`src/verilog/irq_ctrl_pkg.sv`:
```
package irq_ctrl_pkg;

    // ==========================================================
    // Sizes
    localparam int SRC_COUNT = 16;
    localparam int SRC_IDX_W = 4;
    localparam int PIN_COUNT = 8;

    // ==========================================================
    // Register addresses and pages
    localparam logic [7:0] ADDR_SOURCE_PRIO = 8'hB8;
    localparam logic [7:0] ADDR_EXT_INPUT_CFG = 8'hE4;
    localparam logic [7:0] ADDR_TIMER_CONTROL = 8'h88;
    localparam logic [7:0] ADDR_EXTENDED_PRIO = 8'hF6;
    localparam logic [7:0] ADDR_EXTENDED_PRIO_B = 8'hF7;
    localparam logic [7:0] PAGE_EXT_INPUT_CFG = 8'h0F;

    // ==========================================================
    // Reset values and field positions
    localparam logic [7:0] SOURCE_PRIO_RESET = 8'h80;
    localparam logic [7:0] EXT_INPUT_CFG_RESET = 8'h01;
    localparam logic [7:0] EXTENDED_PRIO_RESET = 8'h00;
    localparam logic [7:0] TIMER_CONTROL_RESET = 8'h00;
    localparam logic [7:0] READ_ZERO = 8'h00;
    localparam int PRIO_UNUSED_BIT = 7;
    localparam int PRIO_USED_BITS = 7;
    localparam int EXTENDED_PRIO_BITS = 8;
    localparam int TIMER_CONTROL_REG_EXT_ZERO_EDGE_SEL = 0;
    localparam int TIMER_CONTROL_REG_EXT_ZERO_PENDING = 1;
    localparam int TIMER_CONTROL_REG_EXT_ONE_EDGE_SEL = 2;
    localparam int TIMER_CONTROL_REG_EXT_ONE_PENDING = 3;
    localparam int CFG_ZERO_PIN_SEL_LSB = 0;
    localparam int CFG_ZERO_POLARITY = 3;
    localparam int CFG_ONE_PIN_SEL_LSB = 4;
    localparam int CFG_ONE_POLARITY = 7;

    // ==========================================================
    // Source numbering, lowest index wins a tie
    localparam logic [SRC_IDX_W-1:0] SRC_EXT_ZERO = 4'h0;
    localparam logic [SRC_IDX_W-1:0] SRC_EXT_ONE = 4'h2;

    // ==========================================================
    // Response timing in core clock cycles
    localparam int DETECT_CYCLES = 1;
    localparam int CALL_CYCLES = 4;
    localparam int FASTEST_RESPONSE = DETECT_CYCLES + CALL_CYCLES;
    localparam int RETURN_CYCLES = 5;
    localparam int DIVIDE_CYCLES = 8;
    localparam int WORST_RESPONSE = DETECT_CYCLES + RETURN_CYCLES + DIVIDE_CYCLES
        + CALL_CYCLES;

    // ==========================================================
    // Carriers
    typedef struct packed {
        logic [7:0] addr;
        logic [7:0] page;
        logic wr;
        logic bit_wr;
        logic [2:0] bit_idx;
        logic bit_val;
        logic [7:0] wdata;
        logic rd;
    } sfr_req_s;

    typedef struct packed {
        logic [2:0] pin_sel;
        logic polarity;
        logic edge_sel;
    } ext_cfg_s;

    typedef enum logic [2:0] {
        ST_IDLE = 3'b001,
        ST_CALL = 3'b010,
        ST_RETURN_HOLD = 3'b100
    } arb_state_e;

endpackage

```
`src/verilog/ext_input_detect.sv`:
```
`timescale 1ns/1ns
module ext_input_detect
    import irq_ctrl_pkg::*;
(
    input wire logic core_clk_i,
    input wire logic rst_i,
    input wire logic [PIN_COUNT-1:0] port_pins_i,
    input wire ext_cfg_s cfg_i,
    input wire logic sw_write_i,
    input wire logic sw_value_i,
    input wire logic vector_clr_i,
    output logic pending_o
);

    typedef struct packed {
        logic prev_active;
        logic pending;
    } det_state_s;

    det_state_s state;
    det_state_s next_state;
    logic active;

    // ==========================================================
    // Pin watch: the pin is only read, so whatever drives it is undisturbed.
    assign active = (port_pins_i[cfg_i.pin_sel] == cfg_i.polarity); // [RULE_15] [RULE_21] [RULE_13]

    always_comb begin
        next_state = state;
        next_state.prev_active = active;
        if (cfg_i.edge_sel) begin
            if (vector_clr_i) begin
                next_state.pending = 1'b0; // [RULE_17]
            end
            if (sw_write_i) begin
                next_state.pending = sw_value_i;
            end
            // A fresh edge wins over any clear in the same cycle.
            if (active && !state.prev_active) begin
                next_state.pending = 1'b1; // [RULE_14]
            end
        end else begin
            next_state.pending = active; // [RULE_18] [RULE_14]
        end
    end

    always_ff @(posedge core_clk_i) begin
        if (rst_i) begin
            state <= '0;
        end else begin
            state <= next_state;
        end
    end

    assign pending_o = state.pending;

endmodule

```
`src/verilog/two_level_interrupt_controller.sv`:
```
`timescale 1ns/1ns
// What this block does
// [RULE_01] Sixteen sources, each with a pending flag and its own vector.
// [RULE_02] A pending flag set by software requests exactly like hardware.
// [RULE_03] Each source has a priority bit; low priority after reset.
// [RULE_04] High requests preempt low handlers; high handlers are never preempted.
// [RULE_05] Simultaneous requests: higher level first, fixed order breaks ties.
// [RULE_06] Requests sampled every cycle; one detect cycle then a four-cycle call.
// [RULE_07] After a return, one more instruction completes before the next call.
// [RULE_08] Worst response eighteen cycles: detect, return, divide, call.
// [RULE_09] A request waits behind an equal or higher running handler.
// [RULE_10] Priority register bit 7 reads one and ignores writes.
// [RULE_11] Priority bits 6..0: serial, timer2, uart, timer1, ext1, timer0, ext0.
// [RULE_12] Priority register seen on every page, bit and byte writable.
// [RULE_13] Each external input has polarity: zero active low, one active high.
// [RULE_14] Each external input selects edge (one) or level (zero) sensing.
// [RULE_15] External inputs watch pins without disturbing routed peripherals.
// [RULE_16] External pending flags sit at timer control bits one and three.
// [RULE_17] Edge mode clears the external pending flag when the CPU vectors.
// [RULE_18] Level mode pending flag follows the active state of the input.
// [RULE_19] A level source holds its request until it is recognised.
// [RULE_20] A level source drops its request before its handler ends.
// [RULE_21] Three-bit pin select per external input picks port-zero pin 0..7.
// [RULE_22] Tie order ascends by vector index, external input zero first.
module two_level_interrupt_controller
    import irq_ctrl_pkg::*;
(
    input wire logic core_clk_i,
    input wire logic rst_i,
    input wire sfr_req_s sfr_i,
    input wire logic [PIN_COUNT-1:0] port_pins_i,
    input wire logic [SRC_COUNT-1:0] periph_pending_i,
    input wire logic [SRC_COUNT-1:0] src_enable_i,
    input wire logic cpu_vector_ack_i,
    input wire logic cpu_return_done_i,
    input wire logic cpu_instr_done_i,
    output logic [7:0] sfr_rdata_o,
    output logic irq_req_o,
    output logic [SRC_IDX_W-1:0] irq_vec_o,
    output logic irq_high_o,
    output logic [1:0] in_service_o,
    output logic [1:0] ext_pending_o
);

    typedef struct packed {
        arb_state_e arb;

        logic [PRIO_USED_BITS-1:0] source_prio;
        logic [EXTENDED_PRIO_BITS-1:0] extended_prio;
        logic extended_prio_b;
        logic [7:0] ext_cfg;
        logic ext_zero_edge_sel;
        logic ext_one_edge_sel;

        logic [7:0] rdata;

        logic req;
        logic [SRC_IDX_W-1:0] vec;
        logic high;

        logic serv_high;
        logic serv_low;
    } ctrl_state_s;

    ctrl_state_s state;
    ctrl_state_s next_state;

    logic ext_zero_pending;
    logic ext_one_pending;

    logic ext_zero_sw_write;
    logic ext_one_sw_write;

    logic ext_zero_sw_value;
    logic ext_one_sw_value;

    logic ext_zero_vec_clr;
    logic ext_one_vec_clr;

    logic [SRC_COUNT-1:0] pending_all;
    logic [SRC_COUNT-1:0] prio_all;

    logic [SRC_COUNT-1:0] cand_high;
    logic [SRC_COUNT-1:0] cand_low;

    logic win_valid;
    logic win_high;
    logic [SRC_IDX_W-1:0] win_src;

    logic [7:0] timer_control_reg_view;
    logic [7:0] timer_control_reg_new;
    logic timer_control_reg_write;

    logic [7:0] prio_wr;
    logic [7:0] prio_b_wr;

    logic accept;

    // ==========================================================
    // Register access helpers
    function automatic logic [7:0] apply_write(input logic [7:0] old, input sfr_req_s req,
                                               input logic bit_ok);
        logic [7:0] val;
        val = old;

        if (req.wr) begin
            val = req.wdata;
        end else if (req.bit_wr && bit_ok) begin
            val[req.bit_idx] = req.bit_val;
        end
        return val;
    endfunction

    function automatic logic hits(input sfr_req_s req, input logic [7:0] addr);
        return (req.wr || req.bit_wr || req.rd) && (req.addr == addr);
    endfunction

    // Lowest set index wins, giving the fixed ascending tie order.
    function automatic logic [SRC_IDX_W-1:0] first_set(input logic [SRC_COUNT-1:0] v);
        logic [SRC_IDX_W-1:0] idx;
        idx = '0;

        for (int i = SRC_COUNT - 1; i >= 0; i--) begin
            if (v[i]) begin
                idx = SRC_IDX_W'(i); // [RULE_22] [RULE_05]
            end
        end
        return idx;
    endfunction

    // ==========================================================
    // External inputs
    assign timer_control_reg_view = {4'h0, ext_one_pending, state.ext_one_edge_sel,
                        ext_zero_pending, state.ext_zero_edge_sel}; // [RULE_16]

    assign timer_control_reg_write = hits(sfr_i, ADDR_TIMER_CONTROL) && (sfr_i.wr || sfr_i.bit_wr);
    assign timer_control_reg_new = apply_write(timer_control_reg_view, sfr_i, 1'b1);
    // Bit 7 is rebuilt as one, so no write can clear it.
    assign prio_wr = apply_write({1'b1, state.source_prio}, sfr_i, 1'b1);
    assign prio_b_wr = apply_write({7'h00, state.extended_prio_b}, sfr_i, 1'b0);

    assign ext_zero_sw_write = timer_control_reg_write; // [RULE_02]
    assign ext_one_sw_write = timer_control_reg_write; // [RULE_02]
    assign ext_zero_sw_value = timer_control_reg_new[TIMER_CONTROL_REG_EXT_ZERO_PENDING];
    assign ext_one_sw_value = timer_control_reg_new[TIMER_CONTROL_REG_EXT_ONE_PENDING];

    assign accept = (state.arb == ST_CALL) && state.req && cpu_vector_ack_i;
    assign ext_zero_vec_clr = accept && (state.vec == SRC_EXT_ZERO); // [RULE_17]
    assign ext_one_vec_clr = accept && (state.vec == SRC_EXT_ONE); // [RULE_17]

    ext_input_detect ext_zero (
        .core_clk_i(core_clk_i),
        .rst_i(rst_i),
        .port_pins_i(port_pins_i),
        .cfg_i('{pin_sel: state.ext_cfg[CFG_ZERO_PIN_SEL_LSB +: 3],
                 polarity: state.ext_cfg[CFG_ZERO_POLARITY],
                 edge_sel: state.ext_zero_edge_sel}),
        .sw_write_i(ext_zero_sw_write),
        .sw_value_i(ext_zero_sw_value),
        .vector_clr_i(ext_zero_vec_clr),
        .pending_o(ext_zero_pending)
    );

    ext_input_detect ext_one (
        .core_clk_i(core_clk_i),
        .rst_i(rst_i),
        .port_pins_i(port_pins_i),
        .cfg_i('{pin_sel: state.ext_cfg[CFG_ONE_PIN_SEL_LSB +: 3],
                 polarity: state.ext_cfg[CFG_ONE_POLARITY],
                 edge_sel: state.ext_one_edge_sel}),
        .sw_write_i(ext_one_sw_write),
        .sw_value_i(ext_one_sw_value),
        .vector_clr_i(ext_one_vec_clr),
        .pending_o(ext_one_pending)
    );

    // ==========================================================
    // Arbitration, re-evaluated every cycle
    always_comb begin
        pending_all = periph_pending_i; // [RULE_01]

        pending_all[SRC_EXT_ZERO] = ext_zero_pending;
        pending_all[SRC_EXT_ONE] = ext_one_pending;
    end

    assign prio_all = {state.extended_prio_b, state.extended_prio, state.source_prio}; // [RULE_03]
    assign cand_high = pending_all & src_enable_i & prio_all;
    assign cand_low = pending_all & src_enable_i & ~prio_all;

    always_comb begin
        win_valid = 1'b0;
        win_high = 1'b0;
        win_src = '0;

        // High handlers block everything; low handlers block only low requests.
        if ((cand_high != '0) && !state.serv_high) begin
            win_valid = 1'b1; // [RULE_04] [RULE_05]
            win_high = 1'b1;
            win_src = first_set(cand_high);
        end else if ((cand_low != '0) && !state.serv_high && !state.serv_low) begin
            win_valid = 1'b1; // [RULE_09]
            win_src = first_set(cand_low);
        end
    end

    // ==========================================================
    // Next state
    always_comb begin
        next_state = state;

        // Register writes.
        if (hits(sfr_i, ADDR_SOURCE_PRIO)) begin
            next_state.source_prio = prio_wr[PRIO_USED_BITS-1:0]; // [RULE_12] [RULE_11]
        end

        if (hits(sfr_i, ADDR_EXTENDED_PRIO)) begin
            next_state.extended_prio = apply_write(state.extended_prio, sfr_i, 1'b0);
        end

        if (hits(sfr_i, ADDR_EXTENDED_PRIO_B)) begin
            next_state.extended_prio_b = prio_b_wr[0];
        end

        if (hits(sfr_i, ADDR_EXT_INPUT_CFG) && (sfr_i.page == PAGE_EXT_INPUT_CFG)) begin
            next_state.ext_cfg = apply_write(state.ext_cfg, sfr_i, 1'b0); // [RULE_21]
        end

        if (timer_control_reg_write) begin
            next_state.ext_zero_edge_sel = timer_control_reg_new[TIMER_CONTROL_REG_EXT_ZERO_EDGE_SEL]; // [RULE_14]
            next_state.ext_one_edge_sel = timer_control_reg_new[TIMER_CONTROL_REG_EXT_ONE_EDGE_SEL];
        end

        // Register reads, answered one cycle later.
        if (sfr_i.rd) begin
            unique case (sfr_i.addr)
                ADDR_SOURCE_PRIO: next_state.rdata = {1'b1, state.source_prio}; // [RULE_10]
                ADDR_EXTENDED_PRIO: next_state.rdata = state.extended_prio;
                ADDR_EXTENDED_PRIO_B: next_state.rdata = {7'h00, state.extended_prio_b};
                ADDR_TIMER_CONTROL: next_state.rdata = timer_control_reg_view; // [RULE_16]
                ADDR_EXT_INPUT_CFG: begin
                    next_state.rdata = (sfr_i.page == PAGE_EXT_INPUT_CFG) ?
                        state.ext_cfg : READ_ZERO;
                end
                default: next_state.rdata = READ_ZERO;
            endcase
        end

        // A return retires the most urgent handler in service.
        if (cpu_return_done_i) begin
            if (state.serv_high) begin
                next_state.serv_high = 1'b0;
            end else begin
                next_state.serv_low = 1'b0;
            end
        end

        unique case (state.arb)
            ST_IDLE: begin
                if (cpu_return_done_i) begin
                    next_state.arb = ST_RETURN_HOLD; // [RULE_07]
                end else if (win_valid) begin
                    next_state.arb = ST_CALL; // [RULE_06]
                    next_state.req = 1'b1;
                    next_state.vec = win_src;
                    next_state.high = win_high;
                end
            end

            ST_CALL: begin
                if (accept) begin
                    next_state.arb = ST_IDLE;
                    next_state.req = 1'b0;
                    if (state.high) begin
                        next_state.serv_high = 1'b1; // [RULE_04]
                    end else begin
                        next_state.serv_low = 1'b1; // [RULE_09]
                    end
                end else if (cpu_return_done_i) begin
                    next_state.arb = ST_RETURN_HOLD; // [RULE_07] [RULE_08]
                    next_state.req = 1'b0;
                end else if (win_valid) begin
                    // Until the call the request follows the current winner; it is dropped on a completed return or when no winner remains.
                    next_state.vec = win_src; // [RULE_05]
                    next_state.high = win_high;
                end else begin
                    next_state.arb = ST_IDLE; // [RULE_19]
                    next_state.req = 1'b0;
                end
            end

            ST_RETURN_HOLD: begin
                if (cpu_instr_done_i) begin
                    next_state.arb = ST_IDLE; // [RULE_07] [RULE_20]
                end
            end

            default: begin
                next_state.arb = ST_IDLE;
                next_state.req = 1'b0;
            end
        endcase
    end

    // ==========================================================
    // State register
    always_ff @(posedge core_clk_i) begin
        if (rst_i) begin
            state.arb <= ST_IDLE;

            state.source_prio <= SOURCE_PRIO_RESET[PRIO_USED_BITS-1:0]; // [RULE_03]
            state.extended_prio <= EXTENDED_PRIO_RESET;
            state.extended_prio_b <= 1'b0;
            state.ext_cfg <= EXT_INPUT_CFG_RESET;
            state.ext_zero_edge_sel <= TIMER_CONTROL_RESET[TIMER_CONTROL_REG_EXT_ZERO_EDGE_SEL];
            state.ext_one_edge_sel <= TIMER_CONTROL_RESET[TIMER_CONTROL_REG_EXT_ONE_EDGE_SEL];

            state.rdata <= READ_ZERO;
            state.req <= 1'b0;
            state.vec <= '0;
            state.high <= 1'b0;

            state.serv_high <= 1'b0;
            state.serv_low <= 1'b0;
        end else begin
            state <= next_state;
        end
    end

    // ==========================================================
    // Outputs
    assign sfr_rdata_o = state.rdata;

    assign irq_req_o = state.req;
    assign irq_vec_o = state.vec;
    assign irq_high_o = state.high;
    assign in_service_o = {state.serv_high, state.serv_low};

    assign ext_pending_o = {ext_one_pending, ext_zero_pending};

endmodule
```
`config.mk`:
```
export PLATFORM = sky130hd
export DESIGN_NAME = two_level_interrupt_controller
export DESIGN_NICKNAME = d
export VERILOG_FILES = /design/src/verilog/irq_ctrl_pkg.sv /design/src/verilog/ext_input_detect.sv /design/src/verilog/two_level_interrupt_controller.sv
export SDC_FILE = /design/constraint.sdc
export NUM_CORES = 1
export LEC_CHECK = 0
export BUFFER_PORTS_ARGS = -buffer_cell sky130_fd_sc_hd__buf_4
export CORE_ASPECT_RATIO = 1.1
export CORE_UTILIZATION = 55
export DETAILED_ROUTE_END_ITERATION = 12
export GPL_ROUTABILITY_DRIVEN = 0
export GPL_TIMING_DRIVEN = 0
export PLACE_DENSITY = 0.91
export SLEW_MARGIN = 20
export SYNTH_ARGS = -nofsm -noshare
export SYNTH_HDL_FRONTEND = slang
export SYNTH_SLANG_ARGS = --single-unit
```
`constraint.sdc`:
```
create_clock -name core_clk_i -period 6.7 [get_ports core_clk_i]
set_clock_uncertainty 0.15 [all_clocks]
set_input_delay 1.34 -clock core_clk_i [delete_from_list [all_inputs] [get_ports core_clk_i]]
set_output_delay 1.34 -clock core_clk_i [all_outputs]
set_load 0.05 [all_outputs]
```
* Yosys cells after proc, flatten, opt, wreduce, memory -nomap -nowiden *
Index checks and enable logic that the tools add are counted.
W data, S select, Z words.

operators by class
  magnitude comparators = 4
  equality and inequality tests = 24
  mux-type cells = 82
  bitwise logic cells = 5
  reductions and logical operators = 38

operator list
  operator              count
  $mux W4               36
  $and A16 B16 Y16      3
  $eq A8 B8 Y1 const B  5
  $pmux W8 S5           1
  $reduce_bool A16 Y1   2
  $mux W1               20
  $mux W3               6
  $logic_and A1 B1 Y1   17
  $bwmux W8             2
  $not A16 Y16          1
  $mux W5               3
  $mux W7               2
  $reduce_and A2 Y1     7
  $lt A3 B4 Y1 const B  3
  $mux W6               2
  $ne A2 B2 Y1 const B  6
  $ne A5 B5 Y1 const B  2
  $pmux W5 S2           1
  $pmux W3 S3           1
  $eq A8 B4 Y1 const B  1
  $mux W8               1
  $ne A4 B1 Y1 const B  2
  $bmux W1 S3           2
  $mux W2               3
  18 further kinds      24

word-level totals
  flip-flop bits (word level) = 49
  bits of input ports = 76
  output and inout bits = 18
  logic and storage cells = 170

* Longest topological paths before layout *
Gate-level depths: netlist of the first run.

  depth in word-level cells = 24
  gate-level depth with buffers = 7
  mapped depth without buffers = 6

* By module *
From an unflattened synthesis of the first run, not the netlist that was laid out.

unflattened totals
  cell total of the unflattened synthesis = 406
  area total of the unflattened synthesis = 3,258.1 µm²

by module, submodules not included
  module                          instances  cells each  area each (µm²)  seq. area each (µm²)
  two_level_interrupt_controller  1          378         2,920.3          900.9
  ext_input_detect                2          14          168.9            40.0

* Worst setup path after synthesis of the first run *
OpenSTA, ideal clock, no wires.

  kind = input-to-reg
  start = input src_enable_i[0]
  end = register state (netlist bit irq_vec_o[2])
  setup time = 0.134 ns
  arrival = 2.897 ns
  data required time = 6.416 ns
  slack = 3.519 ns
  stages on the path = 6
  buffers on the path = 0
  cells stage by stage = and3b_2 -> or4b_4 -> o41ai_4 -> inv_1 -> a32oi_1 -> a211oi_1

on the way
  longest elaborated chain between the ends = 11
  elaborated cells on any way between the ends = 23
  classes of those cells = eq/ne: 2; mux: 12; bitwise: 3; reduce/logical: 6

ends and longest elaborated chain
  item                              RTL line                                                                      source
  start: declaration                two_level_interrupt_controller.sv:33                                          input wire logic [SRC_COUNT-1:0] src_enable_i,
  $and A16 B16 Y16 (*)              two_level_interrupt_controller.sv:187, two_level_interrupt_controller.sv:188
  $and A16 B16 Y16                  two_level_interrupt_controller.sv:188                                         assign cand_low = pending_all & src_enable_i & ~prio_all;
  $reduce_bool A16 Y1               two_level_interrupt_controller.sv:200                                         end else if ((cand_low != '0) && !state.serv_high && !state.serv_low) begin
  $logic_and A1 B1 Y1 (2 in a row)  two_level_interrupt_controller.sv:200
  $mux W4                           two_level_interrupt_controller.sv:200
  $mux W4                           two_level_interrupt_controller.sv:196                                         if ((cand_high != '0) && !state.serv_high) begin
  $mux W5                           two_level_interrupt_controller.sv:281                                         end else if (win_valid) begin
  $mux W5                           two_level_interrupt_controller.sv:278                                         end else if (cpu_return_done_i) begin
  $mux W5                           two_level_interrupt_controller.sv:270                                         if (accept) begin
  $pmux W5 S2                       two_level_interrupt_controller.sv:257                                         unique case (state.arb)
  end signal: assignment            two_level_interrupt_controller.sv:325                                         state <= next_state;
  end: declaration                  two_level_interrupt_controller.sv:65                                          ctrl_state_s state;

Mark *: on every way between the ends. The rest lies on a longest branch, timed or not. The select of a mux whose other input is x is not followed.
A chain may end at the register's enable or synchronous reset.

* Worst setup path in the final report of the first run *
  start = input sfr_i[23] (netlist bit)
  end = register state (netlist bit prio_all[6])

on the way
  longest elaborated chain between the ends = 3

ends and longest elaborated chain
  item                         RTL line                               source
  start: declaration           two_level_interrupt_controller.sv:30   input wire sfr_req_s sfr_i,
  $eq A8 B8 Y1                 two_level_interrupt_controller.sv:115  return (req.wr || req.bit_wr || req.rd) && (req.addr == addr);
  $logic_and A1 B1 Y1          two_level_interrupt_controller.sv:115
  $reduce_and A2 Y1 (no line)  --

No other way between the ends.

==> results of run 1 <==
metrics by stage:
stage / hold slack (ns) / power [W] / setup WS [ns] / std cells
after global placement: 0.308 / 0.000458 / 3.15 / 565
after global routing: 0.364 / 0.000665 / 3.20 / 573
after floorplan: 0.296 / 0.000396 / 3.52 / 399
final: 0.336 / 0.000636 / 3.36 / 573
after detailed placement: 0.316 / 0.000462 / 3.11 / 565
after CTS: 0.337 / 0.000634 / 3.41 / 573
power groups by stage:
stage | registers, W | clock network (W) | logic [W]
final | 0.000306 | 0.000178 | 0.000152
after CTS | 0.000306 | 0.000178 | 0.000150
after global placement | 0.000313 | 0 | 0.000145
after global routing | 0.000308 | 0.000194 | 0.000164
after floorplan | 0.000314 | 0 | 0.0000821
after detailed placement | 0.000313 | 0 | 0.000149
cell type report:
type                            count  area, um2  area share, %
Multi-Input combinational cell    314       2000           49.5
Buffer                             27        161           3.99
Timing Repair Buffer               91        683           16.9
Sequential cell                    49        981           24.2
Tap cell                           75       93.8           2.32
Clock inverter                      3       21.3          0.526
Inverter                            9       33.8          0.835
Clock buffer                        5       68.8           1.70
flip-flops by register name, indices dropped and copies added (netlist names), 2 cells and up:
register,count
sfr_rdata_o,8
in_service_o,2
state,13
irq_vec_o,4
prio_all,16
routing by layer:
layer / part of all wire (%) / track usage [%]
met1: 37 / 38.7
met2: 50 / 59.3
met3: 8.5 / 7.73
met4: 3.6 / 16.6
met5: 0 / 0
kinds of logic after synthesis:
family | after synthesis | share of synthesized area [%]
xor+xnor | 3 | 0.829
buf+inv | 36 | 6.15
simple gates | 197 | 33.7
compound gates | 96 | 21.1
mux | 18 | 7.26
flops | 49 | 30.9
synthesized netlist by cell type, types with 8 or more instances:
master	count	area share [%]
a221oi_1	8	2.2
inv_1	9	1.1
clkbuf_1	9	1.1
nand2_1	43	5.1
buf_4	16	3.8
mux2i_1	14	4.4
nand3b_1	10	2.4
a21oi_1	24	3.8
o21ai_0	14	2.2
nand2b_1	10	2.0
dfxtp_1	49	31
a31oi_1	9	1.8
nand3_1	32	5.0
nor2_1	44	5.2
worst max-delay path by stage:
stage / from / endpoint / slack, ns / depth (start not counted)
global placement: sfr_i[26] / sfr_rdata_o[4] / 3.15 / 7
floorplan: src_enable_i[0] / irq_vec_o[2] / 3.52 / 6
finish: sfr_i[23] / prio_all[6] / 3.36 / 7
detailed placement: sfr_i[23] / ext_zero.pending_o / 3.11 / 7
global route: sfr_i[26] / sfr_rdata_o[2] / 3.20 / 6
CTS: sfr_i[23] / prio_all[6] / 3.41 / 7
cell usage in the layout (no fill, tap or decap), types with 5 or more instances in the layout:
master    count
buf_4       107
dfxtp_1      49
nor2_1       44
nand2_1      43
nand3_1      32
a21oi_1      24
o21ai_0      14
mux2i_1      14
nand3b_1     10
nand2b_1     10
inv_1         9
clkbuf_1      9
a31oi_1       9
a221oi_1      8
and3b_1       7
nor3_1        7
nor2b_1       6
nand4_1       6
a211oi_1      6
nor4_1        5
or3_1         5
a211o_1       5
clkbuf_8      5
worst max-delay path, cell delays in order:
cell	delay [ns]
buf_4	0.13
or4b_4	0.57
nor3_4	0.44
o21ai_1	0.22
clkbuf_1	0.26
a211o_1	0.28
a21oi_1	0.17
==> impl_metrics.yaml, run 1 <==
clocking:
  cts_tree: "done"
  clkTransAtPathRegs_ns: 0.09
  clk_path_buf_depth: 2
  cts_htree_levels: 2
  cts_buffers: 5
  hold_buffers: 0
  post_cts_resized: 0
  cts_setup_buffers: 0
  insertion_delay_ns: 0.30
  clock_sinks: 49
  cts_root_buffer: "clkbuf_8"
status:
  outcome: "finished, final reports clean"
route:
  wl_um: 9880
  num_vias: 3601
  via_per_inst: 6.28
  ant_nets: 0
  drtIter0Drc: 208
  routedWlPerCell_um: 17.2
  drc: 0
  drtPass1Iterations: 5
pwr:
  intPower_w: 0.000443
  power.switching_w: 0.000193
  ir_drop_v: 0.000110
  p_per_area_nw_per_um2: 157
  switching_share_pct: 30.4
  combPwrFrac_pct: 23.9
  p_leak_nw: 1.69
  seqPwrFrac_pct: 48.2
  clkPwrFrac_pct: 28.0
yosys:
  synthCells: 399
  ys_dominant_reg_cell: "dfxtp_1"
  syn_area_per_cell_um2: 7.95
  synth_edf_count: 0
  async_reset_ff_share_pct: 0
  seq_area_frac_synth_pct: 30.9
  synth_cell_type_count: 58
  synth-seq-cells: 49
  syn_area_um2: 3170
  yosysWarningCount: 0
  synthesis.nets: 475
cells_and_area:
  final_area_um2: 4050
  nNetsFinal: 573
  diodes: 0
  drive_gt1_share_pct: 26.1
  fill_cells: 441
  utilization_pct: 74.0
  area_delta_synth_final_pct: 27.5
timing:
  fmax_mhz: 299
  final.min_clock_period_ns: 3.34
  tns_ns: 0
  finalMaxSlewViolations: 0
  worstMarginPinSlew_ns: 1.03
  grt_setup_unrepaired: "no"
  period_share_pct: 49.9
  setup_viol: 0
  hold_viol: 0
  slew_headroom_pct: 30.4
worst_hold_path:
  min_path_cells: 3
  min_to: "ext_zero.pending_o"
  hold_path_startpoint: "ext_zero.state[1]"
  hold_class: "flop to flop"
setup_path:
  r2r_cells: 6
  r2r_end: "irq_vec_o[2]"
  critPathCaptureType: "flop"
  critical_path_class: "primary input to flop"
  crit_fanout: 10
  crit_arrival_ns: 3.42
  critical_path_required_ns: 6.77
  r2r_start: "prio_all[1]"
  startpoint_type: "primary input"
  r2r_slack_ns: 4.14
global_routing:
  antenna_found_initial: 0
  grt_overflow: 0
  grt_pass1_wl_um: 15700
  grt_pass1_vias: 3521
  grt_max_degree: 17
  track_usage_pct: 34.0
floorplan:
  fp-row-count: 28
  start_util_pct: 58.0
  die_h_um: 81.6
  die_x_um: 74.4
  fp.dieArea_um2: 6070
  core_um2: 5470
  ios: 94
place:
  hpwl_um: 7730
  dpl_cell_area_um2: 3950
  io_buffers: 91
job:
  cap_violations: 0
Power figures use the tool's default switching activity.
==> run 2, diff against run 1 <==
CORE_UTILIZATION = 47   (was 55)
PLACE_DENSITY = 0.84   (was 0.91)
clock period = 2.8 ns   (was 6.7 ns; I/O delays follow)
==> run 2 against run 1 <==
  * Critical endpoint is now irq_vec_o[2]
  * Critical path depth shrank 1
  * Final cell count grew 1.2%
  * Sequential share of layout area shrank 0.19 points
  * Via count shrank 3.5%
  * Routed wire length shrank 2.7%
  * Worst hold slack lost 0.0016 ns
  * Highest routed layer unchanged
  * Clock power grew to 2.9 times the previous value
  * First-iteration DRC count grew 80%
  * Utilization shrank 12 points
==> impl_metrics.yaml, run 2 (synthesized netlist as in run 1, its figures left out) <==
status:
  outcome: "finished, final reports clean"
timing:
  worstMarginPinSlew_ns: 1.05
  fmax_mhz: 391
  period_share_pct: 91.3
  finalMaxSlewViolations: 0
  final.min_clock_period_ns: 2.56
  hold_viol: 0
  fin_hold_ws_ns: 0.334
  setup_viol: 0
  slew_headroom_pct: 29.4
  grt_setup_unrepaired: "no"
  worst_slack_ns: 0.245
setup_path:
  r2r_end: "irq_vec_o[2]"
  crit_fanout: 4
  critical_path_required_ns: 2.83
  r2r_start: "prio_all[1]"
  startpoint_type: "flop"
  r2r_slack_ns: 0.24
  critical_path_class: "flop to flop"
  r2r_cells: 6
  crit_arrival_ns: 2.59
  critPathCaptureType: "flop"
floorplan:
  die_h_um: 88.2
  start_util_pct: 48.4
  fp.dieArea_um2: 7080
  die_x_um: 80.3
  core_um2: 6560
  fp-row-count: 31
  ios: 94
pwr:
  intPower_w: 0.00115
  p_leak_nw: 1.71
  ir_drop_v: 0.000212
  p_per_area_nw_per_um2: 395
  switching_share_pct: 28.6
  clkPwrFrac_pct: 31.9
  seqPwrFrac_pct: 45.5
  power.switching_w: 0.000460
  combPwrFrac_pct: 22.6
clocking:
  post_cts_resized: 0
  cts_buffers: 5
  clkTransAtPathRegs_ns: 0.09
  clk_path_buf_depth: 2
  clock_sinks: 49
  cts_root_buffer: "clkbuf_8"
  hold_buffers: 0
  cts_htree_levels: 2
  cts_setup_buffers: 0
  cts_tree: "done"
  insertion_delay_ns: 0.31
global_routing:
  grt_overflow: 0
  grt_max_degree: 17
  track_usage_pct: 28.3
  grt_pass1_vias: 3169
  grt_pass1_wl_um: 15400
  antenna_found_initial: 0
route:
  via_per_inst: 5.99
  drc: 0
  wl_met1_um: 4060
  wl_met3_um: 652
  ant_nets: 0
  num_vias: 3476
  drtIter0Drc: 375
  wl_um: 9620
  routedWlPerCell_um: 16.6
  wl_met2_um: 4640
  top_layer_used: "met4"
  drtPass1Iterations: 5
cells_and_area:
  finalNonFillerCells: 580
  nNetsFinal: 573
  fill_cells: 585
  diodes: 0
  area_delta_synth_final_pct: 28.5
  mostFrequentLayoutCell: "buf_4"
  largest_reg_flops: 16
  utilization_pct: 62.2
  drive_gt1_share_pct: 26.1
  final-seq-area_um2: 981
  mostFrequentLayoutCells: "buf_4, dfxtp_1, nor2_1, nand2_1, nand3_1"
  multiInputGateArea_um2: 2000
worst_hold_path:
  min_to: "sfr_rdata_o[0]"
  min_path_cells: 2
  hold_class: "primary input to flop"
  hold_path_startpoint: "sfr_i[0]"
place:
  place_ws_ns: -0.0473
  dp_cells: 572
  io_buffers: 91
  hpwl_um: 7620
job:
  cap_violations: 0
## run 2: cell types whose count changed in the layout (fill, tap and decap cells not counted), sizes merged
| cell | before | now |
|---|---|---|
| bufinv | 0 | 1 |
| clkinvlp | 1 | 0 |
## run 2: cell type report
| type | instances | share of cell area, % |
|---|---|---|
| Tap cell | 82 | 2.52 |
| Buffer | 27 | 3.96 |
| Timing Repair Buffer | 91 | 16.8 |
| Inverter | 9 | 0.829 |
| Sequential cell | 49 | 24.1 |
| Clock buffer | 5 | 1.69 |
| Multi-Input combinational cell | 314 | 49.1 |
| Clock inverter | 3 | 1.07 |
## run 2: power groups by stage
stage | registers (W) | clock network (W) | logic, W
finish | 0.000732 | 0.000514 | 0.000363
global route | 0.000736 | 0.000558 | 0.000390
CTS | 0.000732 | 0.000517 | 0.000357
detailed placement | 0.000749 | 0 | 0.000355
global placement | 0.000748 | 0 | 0.000348
floorplan | 0.000751 | 0 | 0.000197
## run 2: worst max-delay path, cell delays in order (launching register included)
cell	delay (ns)
dfxtp_1	0.43
and3b_4	0.26
or4b_4	0.57
o41ai_4	0.49
inv_1	0.16
a32oi_1	0.27
a211oi_1	0.11
## run 2: worst max path at each step
| stage | start | cells past startpoint | endpoint |
|---|---|---|---|
| after floorplan | src_enable_i[0] | 6 | irq_vec_o[2] |
| final | prio_all[1] | 6 | irq_vec_o[2] |
| after global placement | sfr_i[26] | 6 | sfr_rdata_o[1] |
| after CTS | sfr_i[26] | 6 | sfr_rdata_o[1] |
| after global routing | sfr_i[26] | 6 | sfr_rdata_o[2] |
| after detailed placement | sfr_i[26] | 6 | sfr_rdata_o[1] |
## run 2: metal layers
metal	vias up	GRT usage, %
li1	1672	-
met1	1599	38.7
met2	172	44.1
met3	33	4.48
met4	0	12.7
met5	-	0
## run 2: metrics by stage
| step | setup TNS, ns | cell area (um2) | total power, W |
|---|---|---|---|
| global placement | -0.0341 | 3960 | 0.00110 |
| CTS | 0 | 4070 | 0.00161 |
| floorplan | 0 | 3170 | 0.000947 |
| finish | 0 | 4080 | 0.00161 |
| global route | 0 | 4080 | 0.00168 |
| detailed placement | -0.126 | 3960 | 0.00110 |
